==> src/rtl/mbs_defs.svh <==
// constants for the memory bank select block
`ifndef MBS_DEFS_SVH
`define MBS_DEFS_SVH

`define MBS_BANK_PORT_ADDR 8'hff
`define MBS_BANK_RESET 8'h01
`define MBS_UPPER_RESET 8'h00
`define MBS_UPPER_LSB 16
`define MBS_UPPER_W 8
`define MBS_JUMPER_W 3
`define MBS_STRAP_IN 2'h0
`define MBS_STRAP_PORT 2'h1
`define MBS_STRAP_EXT 2'h2
`define MBS_STRAP_LINE 2'h3

`endif

==> src/rtl/mbs_pkg.sv <==
// types for the memory bank select block
package mbs_pkg;

    typedef enum logic [1:0] {
        MBS_MODE_LINE = 2'b00,
        MBS_MODE_PORT = 2'b01,
        MBS_MODE_EXT = 2'b10
    } mbs_mode_e;

    typedef struct packed {
        logic [15:0] addr;
        logic [7:0] data;
        logic memrq_n;
        logic iorq_n;
        logic wr_n;
        logic rd_n;
        logic memex;
    } mbs_bus_s;

    typedef struct packed {
        logic [7:0] base_hi;
        logic [7:0] mask_hi;
        logic [7:0] upper_match;
        logic [7:0] upper_mask;
    } mbs_decode_s;

endpackage

==> src/rtl/mbs_capture.sv <==
// holding register loaded on a qualified strobe edge
module mbs_capture #(
    parameter int W = 8,
    parameter logic [7:0] RST = 8'h00
) (
    // clock and reset
    input wire logic clk_i,
    input wire logic nrst_i,
    // load
    input wire logic load_i,
    input wire logic [W-1:0] d_i,
    output logic [W-1:0] q_o
);
    logic [W-1:0] q_ff;
    logic [W-1:0] nxt_q;

    always_comb begin
        nxt_q = q_ff;
        if (load_i) begin
            nxt_q = d_i;
        end
    end

    always_ff @(posedge clk_i or negedge nrst_i) begin
        if (!nrst_i) begin
            q_ff <= RST[W-1:0];
        end else begin
            q_ff <= nxt_q;
        end
    end

    assign q_o = q_ff;
endmodule

==> src/rtl/mbs_top.sv <==
// memory card bank selection and upper address demultiplexing
// ------------------------------------------------------------
// Notes on behaviour
// - the card select always includes the memory extension line as a decode term.
// - with the extension line low the primary 64K space is what gets enabled.
// - a strap picks whether the card answers to a high or low extension line level.
// - the extension line splits memory into two 64K banks for 128K total.
// - a port-driven scheme can enable individual 64K banks, still qualified by the line.
// - an I/O write to address ff latches the bank-select value from the data bus.
// - jumpers choose which latch output enables this card.
// - system reset forces the latch to select bank 1.
// - data bit n carries address bit n+16 during multiplexed addressing.
// - the card captures, holds and decodes the upper address bits.
// ------------------------------------------------------------
`include "mbs_defs.svh"

module mbs_top
    import mbs_pkg::*;
(
    // clock and reset
    input wire logic clk_i,
    input wire logic nrst_i,
    // backplane bus
    input wire mbs_bus_s bus_i,
    input wire logic ale_i,
    // straps and jumpers
    input wire mbs_mode_e mode_i,
    input wire logic memex_high_i,
    input wire logic [2:0] jumper_i,
    input wire logic mux_en_i,
    input wire mbs_decode_s decode_i,
    // user edge bank enables
    input wire logic [7:0] ext_bank_i,
    // outputs
    output logic mem_sel_o,
    output logic [7:0] bank_latch_o,
    output logic [7:0] upper_addr_o
);

    // ------------------------------------------------------------
    // bus cycle decode
    // ------------------------------------------------------------
    logic io_req;
    logic mem_req;
    logic wr_act;
    logic port_hit;
    logic port_wr;

    always_comb begin
        io_req = !bus_i.iorq_n;
        mem_req = !bus_i.memrq_n;
        wr_act = !bus_i.wr_n;
        // io ports decode only the low address byte
        port_hit = (bus_i.addr[7:0] == `MBS_BANK_PORT_ADDR);
        // io write cycle addressed to the bank port
        port_wr = io_req && wr_act && port_hit;
    end

    // ------------------------------------------------------------
    // port write strobe
    // ------------------------------------------------------------
    logic wr_seen_ff;
    logic nxt_wr_seen;
    logic port_strobe;

    always_comb begin
        nxt_wr_seen = port_wr;
        // a write held over several cycles loads only once
        port_strobe = port_wr && !wr_seen_ff;
    end

    always_ff @(posedge clk_i or negedge nrst_i) begin
        if (!nrst_i) begin
            wr_seen_ff <= 1'b0;
        end else begin
            wr_seen_ff <= nxt_wr_seen;
        end
    end

    // ------------------------------------------------------------
    // bank select latch
    // ------------------------------------------------------------
    logic [7:0] latch_q;

    // reset value selects bank 1 so single-bank software still runs
    mbs_capture #(
        .W(`MBS_UPPER_W),
        .RST(`MBS_BANK_RESET)
    ) u_bank_latch (
        .clk_i(clk_i),
        .nrst_i(nrst_i),
        .load_i(port_strobe),
        .d_i(bus_i.data),
        .q_o(latch_q)
    );

    // ------------------------------------------------------------
    // upper address holding
    // ------------------------------------------------------------
    logic upper_load;
    logic [7:0] upper_q;

    always_comb begin
        // loads on every cycle the address strobe is up with the mux strap on, last one wins
        upper_load = ale_i && mux_en_i;
    end

    // d[n] is a[n+16] while the address strobe is up
    mbs_capture #(
        .W(`MBS_UPPER_W),
        .RST(`MBS_UPPER_RESET)
    ) u_upper (
        .clk_i(clk_i),
        .nrst_i(nrst_i),
        .load_i(upper_load),
        .d_i(bus_i.data),
        .q_o(upper_q)
    );

    // ------------------------------------------------------------
    // strap decode
    // ------------------------------------------------------------
    logic mode_line;
    logic mode_port;
    logic mode_ext;

    always_comb begin
        mode_line = 1'b0;
        mode_port = 1'b0;
        mode_ext = 1'b0;
        case (mode_i)
            MBS_MODE_LINE: begin
                mode_line = 1'b1;
            end
            MBS_MODE_PORT: begin
                mode_port = 1'b1;
            end
            MBS_MODE_EXT: begin
                mode_ext = 1'b1;
            end
            default: begin
                // spare strap code leaves every enable off, card never selects
                mode_line = 1'b0;
            end
        endcase
    end

    // ------------------------------------------------------------
    // jumper decode
    // ------------------------------------------------------------
    logic [7:0] jumper_hot;

    always_comb begin
        jumper_hot = 8'h00;
        for (int i = 0; i < 8; i++) begin
            jumper_hot[i] = (jumper_i == 3'(i));
        end
    end

    // ------------------------------------------------------------
    // bank enable
    // ------------------------------------------------------------
    logic [7:0] port_en_vec;
    logic [7:0] ext_en_vec;
    logic bank_ok;

    always_comb begin
        // jumper picks the latch output for this card
        port_en_vec = latch_q & jumper_hot;
        // external port bit from the user edge
        ext_en_vec = ext_bank_i & jumper_hot;
        bank_ok = 1'b0;
        if (mode_line) begin
            bank_ok = 1'b1;
        end else if (mode_port) begin
            bank_ok = |port_en_vec;
        end else if (mode_ext) begin
            bank_ok = |ext_en_vec;
        end
    end

    // ------------------------------------------------------------
    // extension line qualification
    // ------------------------------------------------------------
    logic primary_hit;
    logic alt_hit;
    logic line_ok;

    always_comb begin
        // low line level is the primary 64K space
        primary_hit = !bus_i.memex && !memex_high_i;
        // high strap moves the card into the alternate bank
        alt_hit = bus_i.memex && memex_high_i;
        line_ok = primary_hit || alt_hit;
    end

    // ------------------------------------------------------------
    // low address compare
    // ------------------------------------------------------------
    logic [7:0] low_miss;
    logic low_ok;

    always_comb begin
        low_miss = (bus_i.addr[15:8] ^ decode_i.base_hi) & decode_i.mask_hi;
        low_ok = (low_miss == 8'h00);
    end

    // ------------------------------------------------------------
    // upper address compare
    // ------------------------------------------------------------
    logic [7:0] upper_miss;
    logic upper_ok;

    always_comb begin
        upper_miss = (upper_q ^ decode_i.upper_match) & decode_i.upper_mask;
        // strap off lets a card without mux wiring ignore the held byte
        upper_ok = !mux_en_i || (upper_miss == 8'h00);
    end

    // ------------------------------------------------------------
    // card select
    // ------------------------------------------------------------
    logic sel_ff;
    logic nxt_sel;

    always_comb begin
        // extension line is always a term, in every mode
        nxt_sel = mem_req && line_ok && bank_ok && low_ok && upper_ok;
    end

    always_ff @(posedge clk_i or negedge nrst_i) begin
        if (!nrst_i) begin
            sel_ff <= 1'b0;
        end else begin
            sel_ff <= nxt_sel;
        end
    end

    // ------------------------------------------------------------
    // bank latch mirror
    // ------------------------------------------------------------
    logic [7:0] bank_out_ff;
    logic [7:0] nxt_bank_out;

    always_comb begin
        // one extra stage keeps the output straight off a flip-flop
        nxt_bank_out = latch_q;
    end

    always_ff @(posedge clk_i or negedge nrst_i) begin
        if (!nrst_i) begin
            bank_out_ff <= `MBS_BANK_RESET;
        end else begin
            bank_out_ff <= nxt_bank_out;
        end
    end

    // ------------------------------------------------------------
    // upper address mirror
    // ------------------------------------------------------------
    logic [7:0] upper_out_ff;
    logic [7:0] nxt_upper_out;

    always_comb begin
        nxt_upper_out = upper_q;
    end

    always_ff @(posedge clk_i or negedge nrst_i) begin
        if (!nrst_i) begin
            upper_out_ff <= `MBS_UPPER_RESET;
        end else begin
            upper_out_ff <= nxt_upper_out;
        end
    end

    // ------------------------------------------------------------
    // outputs
    // ------------------------------------------------------------
    assign mem_sel_o = sel_ff;
    assign bank_latch_o = bank_out_ff;
    assign upper_addr_o = upper_out_ff;
endmodule

==> config.mk <==
export PLATFORM = sky130hd
export DESIGN_NAME = mbs_top
export DESIGN_NICKNAME = d
export VERILOG_FILES = /design/src/rtl/mbs_pkg.sv /design/src/rtl/mbs_capture.sv /design/src/rtl/mbs_top.sv
export VERILOG_INCLUDE_DIRS = /design/src /design/src/rtl
export SDC_FILE = /design/constraint.sdc
export NUM_CORES = 1
export LEC_CHECK = 0
export ABC_CLOCK_PERIOD_IN_PS = 2700
export BUFFER_PORTS_ARGS = -buffer_cell sky130_fd_sc_hd__buf_2
export CORE_UTILIZATION = 47
export CTS_BUF_LIST = sky130_fd_sc_hd__clkbuf_4
export DETAILED_ROUTE_END_ITERATION = 8
export PLACE_DENSITY_LB_ADDON = 0.2
export SYNTH_ARGS = -nofsm -noshare
export SYNTH_HDL_FRONTEND = slang
export SYNTH_HIERARCHICAL = 1
export SYNTH_SLANG_ARGS = --single-unit
==> constraint.sdc <==
create_clock -name clk_i -period 2.7 [get_ports clk_i]
set_clock_uncertainty 0.15 [all_clocks]
set_input_delay 0.405 -clock clk_i [delete_from_list [all_inputs] [get_ports clk_i]]
set_output_delay 0.405 -clock clk_i [all_outputs]
set_load 0.01 [all_outputs]
==> results.toml, run 1 <==
[detailed_routing]
ant_nets = 0
dr.pass1.iters = 4
routed_via_density = 4.988
wl_um = 3314
drtIter0Drc = 25
vias = 1202
drt-wirelength-per-cell_um = 13.75
drc = 0

[synthesis]
ys_seq_area_share_pct = 55.81
synth_area_um2 = 1529
synthSimpleGateAreaFrac_pct = 3.028
synth_seq_cells = 34
syn_inst = 95
muxShareOfSynthArea_pct = 23.90
avgSynthCellArea_um2 = 16.09
syn-num-nets = 174
synth_xor_area_share_pct = 9.738
ys_types = 22
synth_compound_area_share_pct = 6.056
synth_warnings = 6
synth_adder_area_share_pct = 0
synth_top_family_by_area = "multiplexers"

[sta]
finalHoldViolCount = 0
timing.final.crit_share_pct = 61.79
layout_setup_ws_ns = 1.032
slew_headroom_pct = 51.58
clock.fmax_mhz = 599.4
setup_violations = 0
slew_violations = 0
fin_setup_tns_ns = 0
tightest_slew_ns = 0.7264
min_period_ns = 1.668
holdWs_ns = 0.1625
rsz0062_at_grt = "false"

[die]
dieHeight_um = 59.04
dieArea_um2 = 3485
row_count = 20
core_um2 = 3078
num_io_pins = 96
die_x_um = 59.04
initial_core_util_pct = 49.67

[clocking]
clock_sinks = 34
htreeDepth = 2
path_clk_slew_ns = 0.10
ctsLongestPathBuffers = 2
root_buffer = "clkbuf_4"
tritoncts = "done"
numCtsBuffers = 5
post_cts_buffers = 0
clk_latency_ns = 0.33

[worst_setup_path]
r2r_start = "u_upper/q_o[1]"
path_class = "flip-flop to flip-flop"
cp_slowest_stage_delay_ns = 0.42
cp-end-kind = "flip-flop"
critical_path_arrival_ns = 1.79
worstRegToRegCells = 4
crit_required_ns = 2.82
crit_slowest_cell = "dfrtp_1"
path_buf_inv = 0
r2r_setup_slack_ns = 1.03
cp_cell_sequence = "xor2_1, a22o_1, o41ai_1, o2111a_1"
r2r-end = "mem_sel_o"
critPathLaunchType = "flip-flop"
crit_cells = 4
critPathTopFamily = "compound AO/OA/AOI/OAI gates"
crit_path_max_fanout = 3

[run]
cap_violations = 0

[cells_and_area]
area_growth_pct = 37.97
utilization_pct = 68.54
final.fill_count = 249
layout.nets = 275
antennaDiodeCount = 0
drive_gt1_share_pct = 61.42
seqCellArea_um2 = 853.3
multi_input_area_um2 = 659.4

[power_and_ir_drop]
switchingPower_w = 0.0002735
leakagePower_nw = 1.148
power.density_nw_per_um2 = 493.5
netSwitchingFraction_pct = 26.27
ir_drop_v = 0.0003510
sequentialPowerShare_pct = 55.4
combPwrFrac_pct = 19.5
clock_power_share_pct = 25.1
finalPower_w = 0.001041
p_int_w = 0.0007676

[global_route]
antenna_found_initial = 0
grt-ovfl-total = 0
grt_pass1_vias = 1153
grt_max_degree = 35
grt_use_total_pct = 20.13
grt_pass1_wl_um = 4905

[hold_path]
min_path_type = "input port to flip-flop"
min_to = "u_bank_latch/q_o[0]"
worstHoldStart = "bus_i[5]"
hold_depth = 2

[status]
status = "complete, no violations"

[placed_design]
routabilityCongestion = 0.7777
dp_slack_ns = 0.8335
port_buffers = 94
hpwl_um = 2643
power by group through the flow:
stage	clock network [W]	logic, W	registers [W]
after floorplan	0	0.0000873	0.000593
after global placement	0	0.000197	0.000584
after detailed placement	0	0.000205	0.000586
after CTS	0.000275	0.000207	0.000577
after global routing	0.000297	0.000221	0.000582
final	0.000261	0.000203	0.000576
registers in the layout, indices dropped and copies added (netlist names):
register and count:
wr_seen_ff 1, bank_latch_o 8, u_upper/q_o 8, u_bank_latch/q_o 8, upper_addr_o 8, mem_sel_o 1
logic make-up (layout without fill, tap and decap cells):
family,count (synthesis),in the layout
compound gates,11,11
simple gates,9,9
flops,34,34
buf+inv,2,104
xor+xnor,17,17
mux,22,22
metal layers:
metal	up-vias	track usage [%]	wire (um)
li1	554	-	-
met1	573	22.06	1242
met2	69	36.20	1741
met3	6	6.769	289
met4	0	7.143	40
met5	-	0	0
synth_stat cells (all sizes together):
library cell | count | area [um2]
nand4 | 1 | 6.260
mux4 | 4 | 105.1
a222oi | 1 | 10.01
a21oi | 1 | 5.000
and2 | 1 | 6.260
o2111a | 1 | 11.26
a211oi | 1 | 7.510
a22o | 4 | 35.03
mux2i | 2 | 20.02
nor4 | 1 | 6.260
xor2 | 17 | 148.9
mux2 | 16 | 240.2
a22oi | 2 | 15.01
nand3 | 1 | 5.000
nand2 | 1 | 3.750
nor3 | 1 | 5.000
o41ai | 1 | 8.760
buf | 2 | 22.52
dfrtp | 32 | 800.8
and3 | 1 | 6.260
nor2 | 2 | 7.510
dfstp | 2 | 52.55
layout make-up:
class                   instances  share of cell area (%)
clock buffers                   5                   1.779
clock inverters                 3                  0.7711
multi-input cells              59                   31.26
flip-flops and latches         34                   40.45
well taps                      44                   2.610
repair buffers                 96                   23.13
what timing repair did:
action | 4_1_cts | 5_1_grt
gates resized for setup | 0 | 0
hold buffers | 1 | 0
hold endpoints to repair | 32 | 0
through the flow:
stage | instance area (um2) | cells
floorplan | 1529 | 95
global placement | 2046 | 232
detailed placement | 2046 | 232
CTS | 2110 | 241
global route | 2110 | 241
finish | 2110 | 241
how the worst max path moves through the flow:
| stage | end | startpoint | slack, ns |
|---|---|---|---|
| after global routing | mem_sel_o | u_upper/q_o[1] | 0.96 |
| after detailed placement | mem_sel_o | jumper_i[1] | 0.83 |
| after CTS | mem_sel_o | u_upper/q_o[1] | 0.98 |
| after floorplan | mem_sel_o | jumper_i[1] | 1.10 |
| after global placement | mem_sel_o | jumper_i[1] | 0.85 |
| final | mem_sel_o | u_upper/q_o[1] | 1.03 |
layout by cell type (no fill, tap or decap):
master	n
nand3_1	1
a21oi_1	1
dfrtp_1	32
nand4_1	1
clkbuf_4	5
clkinv_2	1
a222oi_1	1
mux2_4	16
and2_1	1
a22o_1	4
buf_2	94
clkinvlp_4	1
nor2_1	2
xor2_1	17
mux2i_1	2
dfstp_2	2
clkinv_1	1
o2111a_1	1
a211oi_1	1
mux4_1	4
a22oi_1	2
nand2_1	1
buf_4	1
and3_1	1
o41ai_1	1
nor4_2	1
dlygate4sd3_1	1
nor3_1	1
Power figures use the tool's default switching activity.
==> inputs of run 2 (changes only) <==
Settings changed: ABC_CLOCK_PERIOD_IN_PS 2700 to 1380, CORE_UTILIZATION 47 to 39.
Clock period 2.7 ns to 1.38 ns, I/O delays scaled along.
==> run 2 against run 1 <==
The run now ends with negative setup slack left; highest routed layer unchanged; global-route usage down 0.36 points; worst setup slack worse by 1.2 ns; design area up 12%; clock power up 82%; final cell count up 13%; wire length up 13%; core utilization down 4.8 points; flip-flop and latch count unchanged; largest cell class unchanged; critical path depth unchanged; sequential power up 94%; register-to-register slack worse by 1.2 ns.
==> results.toml, run 2 (synthesized netlist as in run 1, its figures left out) <==
[cells_and_area]
utilization_pct = 63.77
final.fill_count = 310
layout.nets = 305
drive_gt1_share_pct = 62.22
mostFrequentLayoutCells = "94 x buf_2, 32 x dfrtp_1, 18 x buf_4"
stdcell_area_um2 = 2370
layout_commonest_cell = "buf_2"
area_growth_pct = 54.99
final_cells = 273
antennaDiodeCount = 0

[global_route]
antenna_found_initial = 0
busiest_layer = "met2"
grt_util_met2_pct = 35.00
grt_max_degree = 35
grt_use_total_pct = 19.77
grt-ovfl-total = 0
grt_pass1_vias = 1353
globalRouteMet3Util_pct = 7.042
grt_pass1_wl_um = 5947
grtUsageMet1_pct = 21.85

[die]
die_x_um = 64.62
initial_core_util_pct = 41.14
dieHeight_um = 64.62
core_um2 = 3716
dieArea_um2 = 4175
num_io_pins = 96
row_count = 22

[clocking]
root_buffer = "clkbuf_4"
clock_sinks = 34
clk_latency_ns = 0.33
tritoncts = "done"
path_clk_slew_ns = 0.10
ctsLongestPathBuffers = 2
numCtsBuffers = 5
htreeDepth = 2

[sta]
clock.fmax_mhz = 652.8
setup_violations = 1
layout_setup_ws_ns = -0.1518
min_period_ns = 1.532
slew_headroom_pct = 59.43
finalHoldViolCount = 0
rsz0062_at_grt = "true"
timing.final.crit_share_pct = 111.0
holdWs_ns = 0.01580
slew_violations = 0
tightest_slew_ns = 0.6085

[detailed_routing]
drc = 0
vias = 1309
dr.pass1.iters = 4
drt-wirelength-per-cell_um = 13.73
routed_via_density = 4.795
drtIter0Drc = 39
ant_nets = 0
wl_um = 3748

[placed_design]
detailed_place.area_um2 = 2176
port_buffers = 94
dp_cells = 252
dp_slack_ns = -0.3086
routabilityCongestion = 0.8192
hpwl_um = 2891

[worst_setup_path]
critPathLaunchType = "flip-flop"
crit_path_max_fanout = 2
crit_required_ns = 1.46
path_class = "flip-flop to flip-flop"
cp-end-kind = "flip-flop"
critical_path_arrival_ns = 1.61

[power_and_ir_drop]
leakagePower_nw = 1.275
ir_drop_v = 0.0005051
power.density_nw_per_um2 = 885.1

[run]
cap_violations = 0

[hold_path]
min_path_type = "input port to flip-flop"

[status]
status = "complete, but fails checks"
failed_checks = "negative setup slack"
==> run 2: worst max-delay path, cell delays in order (launching register included) <==
cell	delay, ns
dfrtp_1	0.41
mux4_2	0.45
mux2i_1	0.14
nor2_1	0.06
o2111a_1	0.22
==> run 2: timing repair <==
item,CTS,global route
setup endpoints to repair,9,2
pin swaps,2,2
buffers inserted,2,0
resized for setup,1,0
hold buffers,12,1
cloned,0,0
endpoints found under the hold margin,52,1
==> run 2: power breakdown <==
part	total, W	internal (W)	switching (W)	leakage, nW
clock	0.000474	0.000174	0.000301	0.0246
combinational	0.000506	0.000312	0.000193	0.820
sequential	0.00112	0.00108	0.0000391	0.431
==> run 2: through the flow <==
step / setup TNS, ns / power, W
after CTS: -0.1606 / 0.002124
after global placement: -1.383 / 0.001592
after global routing: -0.2055 / 0.002221
after detailed placement: -1.857 / 0.001607
final: -0.1518 / 0.002097
after floorplan: -0.1402 / 0.001332
==> run 2: cell type report <==
class | count | area (um2) | share of cell area, %
Clock buffer | 5 | 37.54 | 1.584
Clock inverter | 1 | 3.754 | 0.1584
Multi-Input combinational cell | 59 | 659.4 | 27.82
Sequential cell | 34 | 853.3 | 36.01
Tap cell | 48 | 60.06 | 2.534
Timing Repair Buffer | 126 | 755.7 | 31.89
==> run 2: path summary, 6_finish.rpt <==
| path | cells after the start | startpoint | slack (ns) | endpoint |
|---|---|---|---|---|
| min in group asynchronous | 3 | nrst_i | 0.21 | bank_latch_o[1] |
| max reg2reg | 4 | u_bank_latch/q_o[2] | -0.15 | mem_sel_o |
| max in group asynchronous | 3 | nrst_i | 0.62 | u_bank_latch/q_o[0] |
| min reg2reg | 0 | u_upper/q_o[4] | 0.29 | upper_addr_o[4] |
| min | 3 | mux_en_i | 0.02 | mem_sel_o |
| max | 4 | u_bank_latch/q_o[2] | -0.15 | mem_sel_o |
==> run 2: metal layers <==
layer  vias up  part of all wire, %
met2        54                   54
met5         -                    0
li1        612                    -
met3         7                  6.3
met1       636                   38
met4         0                  1.8
==> inputs of run 3 (changes only) <==
Settings changed: RECOVER_POWER set to 50, REMOVE_ABC_BUFFERS set to 1.
==> run 3 against run 2 <==
Highest routed layer unchanged; via count shrank 3.0%; largest power group unchanged; register-to-register slack hardly changed; the run still ends with negative setup slack left; core utilization up 1.3 points.
==> results.toml, run 3 (synthesized netlist as in run 1, its figures left out) <==
[clocking]
clk_latency_ns = 0.32
ctsLongestPathBuffers = 2
htreeDepth = 2
clock_sinks = 34
root_buffer = "clkbuf_4"
path_clk_slew_ns = 0.10
tritoncts = "done"
numCtsBuffers = 5

[status]
status = "complete, but fails checks"
failed_checks = "negative setup slack"

[worst_setup_path]
critical_path_arrival_ns = 1.60
crit_required_ns = 1.45
crit_path_max_fanout = 2
r2r-end = "mem_sel_o"
crit_start = "u_bank_latch/q_o[7]"
r2r_setup_slack_ns = -0.15
cp-end-kind = "flip-flop"
worstRegToRegCells = 4
crit_end = "mem_sel_o"
critPathLaunchType = "flip-flop"
path_class = "flip-flop to flip-flop"
r2r_start = "u_bank_latch/q_o[7]"

[cells_and_area]
final.fill_count = 299
mostFrequentLayoutCells = "93 x buf_2, 32 x dfrtp_1, 17 x xor2_1"
antennaDiodeCount = 0
area_growth_pct = 58.10
layout.nets = 306
drive_gt1_share_pct = 63.00
layout_commonest_cell = "buf_2"
final_cells = 275
utilization_pct = 65.05

[detailed_routing]
ant_nets = 0
routed_via_density = 4.618
wl_um = 3604
vias = 1270
dr.pass1.iters = 3
drc = 0
drtIter0Drc = 16
drt-wirelength-per-cell_um = 13.11

[global_route]
grt_pass1_vias = 1279
grt_max_degree = 22
grt_pass1_wl_um = 5692
grt-ovfl-total = 0
antenna_found_initial = 0
grt_use_total_pct = 18.64

[sta]
tightest_slew_ns = 0.7794
layout_setup_ws_ns = -0.1545
finalHoldViolCount = 0
slew_headroom_pct = 48.04
clock.fmax_mhz = 651.7
setup_violations = 1
min_period_ns = 1.535
slew_violations = 0
timing.final.crit_share_pct = 111.2
rsz0062_at_grt = "true"

[die]
core_um2 = 3716
die_x_um = 64.62
row_count = 22
dieArea_um2 = 4175
num_io_pins = 96
initial_core_util_pct = 41.14
dieHeight_um = 64.62

[placed_design]
dp_cells = 254
port_buffers = 94
routabilityCongestion = 0.7505
hpwl_um = 2845

[run]
cap_violations = 0

[power_and_ir_drop]
power.density_nw_per_um2 = 949.2
leakagePower_nw = 1.300
ir_drop_v = 0.0006164

[hold_path]
hold_depth = 3
worstHoldStart = "bus_i[4]"
min_path_type = "input port to flip-flop"
-- run 3: changes by cell type in the layout (fill, tap and decap cells not counted) --
cell | previous run | this run
clkbuf_4 | 5 | 12
buf_4 | 18 | 13
dlygate4sd3_1 | 13 | 9
clkbuf_1 | 0 | 2
buf_12 | 1 | 2
buf_2 | 94 | 93
buf_6 | 0 | 1
bufinv_16 | 0 | 1
dfstp_1 | 0 | 1
dfstp_2 | 2 | 1
nor4_2 | 1 | 0
nor4_4 | 0 | 1
-- run 3: critical path, stage by stage, from the launching register on --
cell and delay, ns:
dfrtp_1 0.39, mux4_2 0.46, mux2i_1 0.14, nor2_1 0.05
o2111a_1 0.23
-- run 3: worst min path at each step --
stage	to	slack, ns
after floorplan	bank_latch_o[1]	-0.24
after global placement	u_upper/q_o[0]	-0.02
after detailed placement	u_upper/q_o[0]	-0.03
after CTS	mem_sel_o	0.01
after global routing	mem_sel_o	0.01
final	mem_sel_o	0.02
-- run 3: metrics by stage --
stage / worst slack (ns) / hold WS [ns] / cell area, um2 / setup TNS, ns / power (W)
detailed placement: -0.2543 / -0.02586 / 2211 / -1.651 / 0.001612
floorplan: -0.9448 / -0.2386 / 1506 / -7.654 / 0.001327
finish: -0.1545 / 0.02397 / 2417 / -0.1545 / 0.002295
global placement: -0.2335 / -0.02294 / 2211 / -1.100 / 0.001598
global route: -0.2316 / 0.01133 / 2417 / -0.4554 / 0.002428
CTS: -0.1618 / 0.01467 / 2407 / -0.1618 / 0.002319
-- run 3: area by class of cell --
class,instances,area [um2],area share (%)
Clock buffer,5,37.54,1.553
Clock inverter,2,33.78,1.398
Multi-Input combinational cell,59,668.1,27.64
Sequential cell,34,853.3,35.30
Tap cell,48,60.06,2.484
Timing Repair Buffer,127,764.5,31.63
-- run 3: layer usage --
metal	track usage (%)	vias up	wire length, um
met5	0	-	0
met1	20.94	586	1460
met3	7.394	2	349
met2	32.63	69	1773
met4	5.000	0	20
li1	-	613	-
-- run 3: where the power goes --
part / switching, W / internal (W)
logic: 0.000194 / 0.000308
clock network: 0.000310 / 0.000366
registers: 0.0000381 / 0.00108
total: 0.000542 / 0.00175
-- run 3: timing repair --
action                                  CTS  global route
hold endpoints to repair                 50             0
buffers inserted                          3             2
endpoints found under the setup margin    9             8
hold buffers                              9             0
resized for setup                         5             0
pin swaps                                 2             4
